[config.mk]
export PLATFORM = sky130hd
export DESIGN_NAME = uie_top
export DESIGN_NICKNAME = d
export VERILOG_FILES = /design/src/hdl/uie_pkg.sv /design/src/hdl/uie_flow_edge.sv /design/src/hdl/uie_top.sv
export SDC_FILE = /design/constraint.sdc
export NUM_CORES = 1
export LEC_CHECK = 0
export BUFFER_PORTS_ARGS = -buffer_cell sky130_fd_sc_hd__buf_4
export CORE_MARGIN = 4
export CORE_UTILIZATION = 42
export CTS_CLUSTER_DIAMETER = 30
export DETAILED_ROUTE_END_ITERATION = 7
export GPL_TIMING_DRIVEN = 0
export HOLD_SLACK_MARGIN = 0.15
export PLACE_DENSITY = 0.9
export SYNTH_ARGS = -nofsm -noshare
export SYNTH_HDL_FRONTEND = slang
export SYNTH_SLANG_ARGS = --single-unit
[constraint.sdc]
create_clock -name core_clk -period 7.35 [get_ports core_clk]
set_clock_uncertainty 0.2 [all_clocks]
set_input_delay 1.47 -clock core_clk [delete_from_list [all_inputs] [get_ports core_clk]]
set_output_delay 1.47 -clock core_clk [all_outputs]
set_load 0.005 [all_outputs]
[src/hdl/uie_pkg.sv]
package uie_pkg;

  // bus geometry
  localparam int          DATA_W = 32;
  localparam int          ADDR_W = 12;
  localparam int          STRB_W = DATA_W / 8;

  // register byte offsets
  localparam logic [11:0] OFF_INT_PENDING      = 12'h300;
  localparam logic [11:0] OFF_INT_ENABLE_SET   = 12'h304;
  localparam logic [11:0] OFF_INT_ENABLE_CLEAR = 12'h308;

  // field positions, shared by every register of the block
  localparam int          POS_FLOW_ASSERTED    = 0;
  localparam int          POS_FLOW_DEASSERTED  = 1;
  localparam int          POS_RX_BYTE_READY    = 2;
  localparam int          POS_TX_BYTE_SENT     = 7;
  localparam int          POS_RX_ERROR         = 9;
  localparam int          POS_RX_TIMEOUT       = 17;

  // reset values
  localparam logic [31:0] RST_WORD             = 32'h00000000;
  localparam logic        RST_FLOW_LEVEL_N     = 1'b1;

  // one bit per event, as carried inside the block
  typedef struct packed {
    logic receiver_timeout;
    logic rx_error;
    logic transmit_byte_sent;
    logic receive_byte_ready;
    logic flow_control_deasserted;
    logic flow_control_asserted;
  } uie_events_t;

  localparam int          EVENT_W = $bits(uie_events_t);

  // place the six event bits at their register positions
  function automatic logic [DATA_W-1:0] uie_to_word(input uie_events_t e);
    logic [DATA_W-1:0] w;
    w                      = RST_WORD;
    w[POS_FLOW_ASSERTED]   = e.flow_control_asserted;
    w[POS_FLOW_DEASSERTED] = e.flow_control_deasserted;
    w[POS_RX_BYTE_READY]   = e.receive_byte_ready;
    w[POS_TX_BYTE_SENT]    = e.transmit_byte_sent;
    w[POS_RX_ERROR]        = e.rx_error;
    w[POS_RX_TIMEOUT]      = e.receiver_timeout;
    return w;
  endfunction : uie_to_word

  // pick the six event bits out of a bus word
  function automatic uie_events_t uie_from_word(input logic [DATA_W-1:0] w);
    uie_events_t e;
    e.flow_control_asserted   = w[POS_FLOW_ASSERTED];
    e.flow_control_deasserted = w[POS_FLOW_DEASSERTED];
    e.receive_byte_ready      = w[POS_RX_BYTE_READY];
    e.transmit_byte_sent      = w[POS_TX_BYTE_SENT];
    e.rx_error                = w[POS_RX_ERROR];
    e.receiver_timeout        = w[POS_RX_TIMEOUT];
    return e;
  endfunction : uie_from_word

endpackage : uie_pkg

[src/hdl/uie_flow_edge.sv]
// turns the active-low flow-control level into two one-cycle event pulses
module uie_flow_edge
  import uie_pkg::*;
(
  input  wire logic core_clk,
  input  wire logic rstn,
  input  wire logic clear_to_send_n,
  output logic      asserted_pulse,
  output logic      deasserted_pulse
);

  logic level_reg;
  logic asserted_reg;
  logic deasserted_reg;
  logic asserted_next;
  logic deasserted_next;

  // a fall of the pin means the far end allows sending
  assign asserted_next   = level_reg & ~clear_to_send_n;
  assign deasserted_next = ~level_reg & clear_to_send_n;

  // idle level is high, so a pin held low at reset release gives one asserted event
  always_ff @(posedge core_clk) begin
    if (!rstn) begin
      level_reg      <= RST_FLOW_LEVEL_N;
      asserted_reg   <= 1'b0;
      deasserted_reg <= 1'b0;
    end else begin
      level_reg      <= clear_to_send_n;
      asserted_reg   <= asserted_next;
      deasserted_reg <= deasserted_next;
    end
  end

  assign asserted_pulse   = asserted_reg;
  assign deasserted_pulse = deasserted_reg;

endmodule : uie_flow_edge

[src/hdl/uie_top.sv]
// Notes on behaviour
// - set-register flow asserted bit enables; reads state
// - set-register flow deasserted bit enables it
// - set-register receive ready bit enables it
// - set-register transmit sent bit enables it
// - set-register error bit enables it
// - set-register receiver timeout bit enables it
// - clear-register flow asserted bit disables; reads state
// - clear-register flow deasserted bit disables it
// - clear-register receive ready bit disables it
// - clear-register transmit sent bit disables it
// - clear-register error bit disables it
// - clear-register receiver timeout bit disables it
// - pin fall asserts, pin rise deasserts flow
module uie_top
  import uie_pkg::*;
#(
  parameter int AW = ADDR_W
)(
  input  wire logic                  core_clk,
  input  wire logic                  rstn,
  // apb slave
  input  wire logic                  psel,
  input  wire logic                  penable,
  input  wire logic                  pwrite,
  input  wire logic [AW-1:0]         paddr,
  input  wire logic [DATA_W-1:0]     pwdata,
  input  wire logic [STRB_W-1:0]     pstrb,
  output logic      [DATA_W-1:0]     prdata,
  output logic                       pready,
  output logic                       pslverr,
  // flow-control pin and serial engine event pulses
  input  wire logic                  clear_to_send_n,
  input  wire logic                  receive_byte_ready,
  input  wire logic                  transmit_byte_sent,
  input  wire logic                  rx_error,
  input  wire logic                  receiver_timeout,
  // interrupt and visible state
  output logic                       irq,
  output uie_pkg::uie_events_t       int_enable
);

  import uie_pkg::*;

  // ---------------------------------------------------------------
  // state
  // ---------------------------------------------------------------
  uie_events_t       enable_reg;
  uie_events_t       enable_next;
  uie_events_t       pending_reg;
  uie_events_t       pending_next;
  logic [DATA_W-1:0] prdata_reg;
  logic [DATA_W-1:0] prdata_next;
  logic              pready_reg;
  logic              pready_next;
  logic              pslverr_reg;
  logic              pslverr_next;
  logic              irq_reg;
  logic              irq_next;

  // ---------------------------------------------------------------
  // flow-control edges
  // ---------------------------------------------------------------
  logic flow_asserted_pulse;
  logic flow_deasserted_pulse;

  uie_flow_edge u_flow_edge (
    .core_clk         (core_clk),
    .rstn             (rstn),
    .clear_to_send_n  (clear_to_send_n),
    .asserted_pulse   (flow_asserted_pulse),
    .deasserted_pulse (flow_deasserted_pulse)
  );

  // all six events of this cycle in event order
  uie_events_t events_now;

  assign events_now.flow_control_asserted   = flow_asserted_pulse;
  assign events_now.flow_control_deasserted = flow_deasserted_pulse;
  assign events_now.receive_byte_ready      = receive_byte_ready;
  assign events_now.transmit_byte_sent      = transmit_byte_sent;
  assign events_now.rx_error                = rx_error;
  assign events_now.receiver_timeout        = receiver_timeout;

  // ---------------------------------------------------------------
  // apb phase tracking
  // ---------------------------------------------------------------
  logic setup_phase;
  logic access_done;
  logic write_done;
  logic read_done;

  // the slave answers in the first access cycle, so no wait states
  assign setup_phase = psel & ~penable;
  assign access_done = psel & penable & pready_reg;
  assign write_done  = access_done & pwrite;
  assign read_done   = access_done & ~pwrite;

  // ---------------------------------------------------------------
  // address decode
  // ---------------------------------------------------------------
  logic [ADDR_W-1:0] addr_low;
  logic              addr_aligned;
  logic              hit_pending;
  logic              hit_set;
  logic              hit_clear;
  logic              addr_mapped;

  // unused upper address bits must be zero, or the access is unmapped
  assign addr_low     = paddr[ADDR_W-1:0];
  // a shift rather than a part-select, so a bus of exactly ADDR_W bits still elaborates
  assign addr_aligned = (paddr[1:0] == 2'h0) && ((paddr >> ADDR_W) == '0);
  assign hit_pending  = addr_aligned && (addr_low == OFF_INT_PENDING);
  assign hit_set      = addr_aligned && (addr_low == OFF_INT_ENABLE_SET);
  assign hit_clear    = addr_aligned && (addr_low == OFF_INT_ENABLE_CLEAR);
  assign addr_mapped  = hit_pending | hit_set | hit_clear;

  // ---------------------------------------------------------------
  // write data, gated by byte strobes
  // ---------------------------------------------------------------
  logic [DATA_W-1:0] lane_mask;
  logic [DATA_W-1:0] wr_bits;
  uie_events_t       set_bits;
  uie_events_t       clear_bits;

  // lanes without strobe write zeros, and zeros leave enables alone
  always_comb begin
    lane_mask = '0;
    for (int i = 0; i < STRB_W; i++) begin
      lane_mask[i*8 +: 8] = {8{pstrb[i]}};
    end
  end

  assign wr_bits    = pwdata & lane_mask;
  assign set_bits   = (write_done && hit_set)   ? uie_from_word(wr_bits)
                                                : uie_events_t'('0);
  assign clear_bits = (write_done && hit_clear) ? uie_from_word(wr_bits)
                                                : uie_events_t'('0);

  // ---------------------------------------------------------------
  // enable state: one flop per event, shared by both registers
  // ---------------------------------------------------------------
  // ones in the set word turn enables on
  uie_events_t enable_after_set;

  assign enable_after_set.flow_control_asserted =
    enable_reg.flow_control_asserted | set_bits.flow_control_asserted;
  assign enable_after_set.flow_control_deasserted =
    enable_reg.flow_control_deasserted | set_bits.flow_control_deasserted;
  assign enable_after_set.receive_byte_ready =
    enable_reg.receive_byte_ready | set_bits.receive_byte_ready;
  assign enable_after_set.transmit_byte_sent =
    enable_reg.transmit_byte_sent | set_bits.transmit_byte_sent;
  assign enable_after_set.rx_error =
    enable_reg.rx_error | set_bits.rx_error;
  assign enable_after_set.receiver_timeout =
    enable_reg.receiver_timeout | set_bits.receiver_timeout;

  // ones in the clear word turn enables off; zeros keep the old value
  assign enable_next.flow_control_asserted =
    enable_after_set.flow_control_asserted & ~clear_bits.flow_control_asserted;
  assign enable_next.flow_control_deasserted =
    enable_after_set.flow_control_deasserted & ~clear_bits.flow_control_deasserted;
  assign enable_next.receive_byte_ready =
    enable_after_set.receive_byte_ready & ~clear_bits.receive_byte_ready;
  assign enable_next.transmit_byte_sent =
    enable_after_set.transmit_byte_sent & ~clear_bits.transmit_byte_sent;
  assign enable_next.rx_error =
    enable_after_set.rx_error & ~clear_bits.rx_error;
  assign enable_next.receiver_timeout =
    enable_after_set.receiver_timeout & ~clear_bits.receiver_timeout;

  // ---------------------------------------------------------------
  // sticky pending flags, cleared by reading them
  // ---------------------------------------------------------------
  uie_events_t read_clear;

  // only bits the reader actually saw are cleared, so a flag raised
  // between the setup edge and the completing edge is not lost
  assign read_clear   = (read_done && hit_pending) ? uie_from_word(prdata_reg)
                                                   : uie_events_t'('0);
  // a new event wins over a clear in the same cycle
  assign pending_next = uie_events_t'((pending_reg & ~read_clear) | events_now);

  // ---------------------------------------------------------------
  // read data and answer, captured in the setup cycle
  // ---------------------------------------------------------------
  logic [DATA_W-1:0] enable_word;
  logic [DATA_W-1:0] pending_word;
  logic [DATA_W-1:0] read_sel;

  // both enable registers return the same shared state
  assign enable_word  = uie_to_word(enable_reg);
  assign pending_word = uie_to_word(pending_reg);
  assign read_sel     = hit_pending             ? pending_word :
                        (hit_set || hit_clear)  ? enable_word  :
                                                  RST_WORD;

  assign prdata_next  = setup_phase ? read_sel : prdata_reg;
  assign pready_next  = setup_phase;
  assign pslverr_next = setup_phase & ~addr_mapped;

  // interrupt follows the flags and enables of the coming cycle
  assign irq_next = |(pending_next & enable_next);

  // ---------------------------------------------------------------
  // registers
  // ---------------------------------------------------------------
  // enables and flags
  always_ff @(posedge core_clk) begin
    if (!rstn) begin
      enable_reg  <= uie_events_t'('0);
      pending_reg <= uie_events_t'('0);
      irq_reg     <= 1'b0;
    end else begin
      enable_reg  <= enable_next;
      pending_reg <= pending_next;
      irq_reg     <= irq_next;
    end
  end

  // bus answer
  always_ff @(posedge core_clk) begin
    if (!rstn) begin
      prdata_reg  <= RST_WORD;
      pready_reg  <= 1'b0;
      pslverr_reg <= 1'b0;
    end else begin
      prdata_reg  <= prdata_next;
      pready_reg  <= pready_next;
      pslverr_reg <= pslverr_next;
    end
  end

  // ---------------------------------------------------------------
  // outputs, all straight from flops
  // ---------------------------------------------------------------
  assign prdata     = prdata_reg;
  assign pready     = pready_reg;
  assign pslverr    = pslverr_reg;
  assign irq        = irq_reg;
  assign int_enable = enable_reg;

endmodule : uie_top

==> metrics.csv <==
metric,value,unit
TritonCTS Buffers,3,
top-area cell type share of the netlist area,38.0,%
met3 Usage GRT,5.58,%
Final #Nets,293,
# DRC,0,
I/O pin count,99,
fin. max-slew vios,0,
Yosys warnings,0,
CTS resizes,0,
worst vdd ir,61.8,µV
GRT overflow,0,
DP HPWL,2680,µm
synth top area cells,"dfxtp_1 38%, buf_4 15%, nand2_1 8.0%",
"top cells by count, synth","27 x nand2_1, 26 x buf_4, 24 x dfxtp_1",
Die Wd,62.9,µm
Avg Inst Size Synth,7.86,µm²
Placer Congestion,0.742,
postcts setup bufs,0,
Skew-Pair Late Insertion Delay,0.31,ns
WL final,3170,µm
total power,0.231,mW
number of diodes,0,
number of global-route vias before repair,1183,
IO Port Bufs,44,
crit path capture type,flip-flop,
Clk network pwr share,23.4,%
Logic pwr share,18.3,%
Reg area,480,µm²
RSZ-0062 raised after global routing,false,
drt pass-1 iters,4,
WL per Instance,12.0,µm
status,completed,
drt via density,4.85,
Final Util,61.9,%
Tot GR Track Use,16.2,%
fill cell count,268,
via count,1281,
worst hold slack,0.242,ns
pin count of the biggest net entering global routing,13,
final hold violations,0,
Worst EP required,7.36,ns
clk root buf,clkbuf_4,
Slew HR,37.0,%
clock tree from TritonCTS,done,
clk sink count,24,
Seq pwr share,58.3,%
maximum root-to-sink buffer count,2,
footprint of the multi-input gates,658,µm²
Setup Crit Path Kind,input pin to flip-flop,
Crit Path Max Fanout,10,
period utilization,47.7,%
Lkg Pwr,0.833,nW
Max-cap violations,0,
global-route wire length before repair,5270,µm
starting density of the core,44.7,%
worst min path class,flip-flop to flip-flop,
clk slew on worst S/H paths,0.12,ns
number of synthesized flops with an enable pin,0,
share of layout cells above drive strength 1,33.0,%
Synth area leader,dfxtp_1,
final setup fails,0,
sequential element share of the synthesized area,38.0,%
post-route ant nets,0,
Post-Syn Area,1260,µm²
Yosys reg bits,24,
R2R Setup Slk,5.22,ns
top-count cell post-synth,nand2_1,
switching part of the total power,23.7,%
Final TNS setup,0,ns
fmax,285,MHz
Startpoint Class,input pin,
Slew @ Worst Pin,0.937,ns
Worst Path Arrival,3.51,ns
grt met1 use,18.8,%
"Area growth, synth to finish",38.4,%
Rows,19,
Post-Synthesis Cells,161,
DIE AREA,3950,µm²
Pint,0.177,mW
core area,2830,µm²
Starting DRT DRC Count,26,
fraction of registers with async set/reset,0,%
GRT busiest layer,met2,
met2 usage,27.0,%
hold-fix buffer count after cts,0,
initial antenna violation count,0,
Pwr per Cell Area,132,nW/µm²
Final min period,3.50,ns
Psw,0.0547,mW
die extent in y,62.9,µm
H-Tree Depth,1,
"Top FF cell, synth",dfxtp_1,
synth unique cells,29,
==> cell type report <==
| class | instances | share of cell area [%] |
|---|---|---|
| multi-input combinational | 130 | 37.6 |
| sequential | 24 | 27.4 |
| timing repair buffer | 44 | 18.9 |
| buffer | 30 | 12.2 |
| tap | 31 | 2.22 |
| clock buffer | 3 | 1.29 |
| inverter | 2 | 0.429 |
==> worst max-delay path, stage by stage <==
cell,delay [ns]
buf_4,0.11
buf_2,0.16
or4_1,0.54
nor4_2,0.42
nand2_1,0.12
a21oi_1,0.25
o22ai_1,0.14
o31a_1,0.29
==> metrics by stage <==
stage | std cells | area, µm² | worst slack [ns]
3_5_place_dp | 261 | 1730 | 3.54
3_3_place_gp | 261 | 1730 | 3.59
4_1_cts | 264 | 1750 | 3.87
2_1_floorplan | 186 | 1360 | 3.93
6_report | 264 | 1750 | 3.85
5_1_grt | 264 | 1750 | 3.73
==> power groups by stage <==
stage / sequential [mW] / combinational, mW / clock [mW]
after CTS: 0.135 / 0.0415 / 0.0569
after global placement: 0.138 / 0.0403 / 0
after global routing: 0.135 / 0.0474 / 0.0604
after detailed placement: 0.138 / 0.0414 / 0
final: 0.135 / 0.0423 / 0.0541
after floorplan: 0.137 / 0.0246 / 0
==> placed cells by master, fill, tap and decap left out <==
cell type  netlist  layout
nand4bb_1        1       1
nand4b_1         1       1
nor4_1           2       2
and3_1           1       1
o21ai_1          1       1
o21ai_0          8       8
or4_4            1       1
a21oi_1         12      12
buf_2            2       2
clkbuf_1         2       2
or4bb_1          1       1
inv_1            1       1
nor3_1           1       1
nand3_1          7       7
nand2b_1         2       2
or4_1            2       2
nand2_1         27      27
conb_1           1      26
o31a_1           1       1
nor4_2           1       1
nor2_1          17      17
dfxtp_1         24      24
o21bai_1         3       3
clkinv_1         1       1
o22ai_1          6       6
buf_4           26      70
mux2i_1          6       6
a21boi_0         1       1
clkbuf_4         0       3
nor2b_1          2       2
==> per-layer routing <==
| layer | part of all wire (%) | vias to the layer above |
|---|---|---|
| met5 | 0 | - |
| met1 | 39 | 555 |
| met3 | 12 | 9 |
| met4 | 2.1 | 0 |
| li1 | - | 645 |
| met2 | 48 | 72 |
==> cells by family (layout without fill, tap and decap cells) <==
family	after synthesis	count (layout)	synth area share, %
simple gates	66	66	25.2
mux	6	6	4.75
compound gates	32	32	14.3
other cells	1	26	0.296
flops	24	24	38.0
buf+inv	32	79	17.4
==> final timing paths <==
kind	start	cells past startpoint	endpoint
setup / recovery	paddr[2]	8	irq$_SDFF_PN0_
hold / removal	u_flow_edge.level_reg$_SDFF_PN1_	2	u_flow_edge.asserted_pulse$_SDFF_PN0_
setup reg to reg	pready$_SDFF_PN0_	6	irq$_SDFF_PN0_
hold reg to reg	u_flow_edge.level_reg$_SDFF_PN1_	2	u_flow_edge.asserted_pulse$_SDFF_PN0_
(Power assumes the default switching activity.)
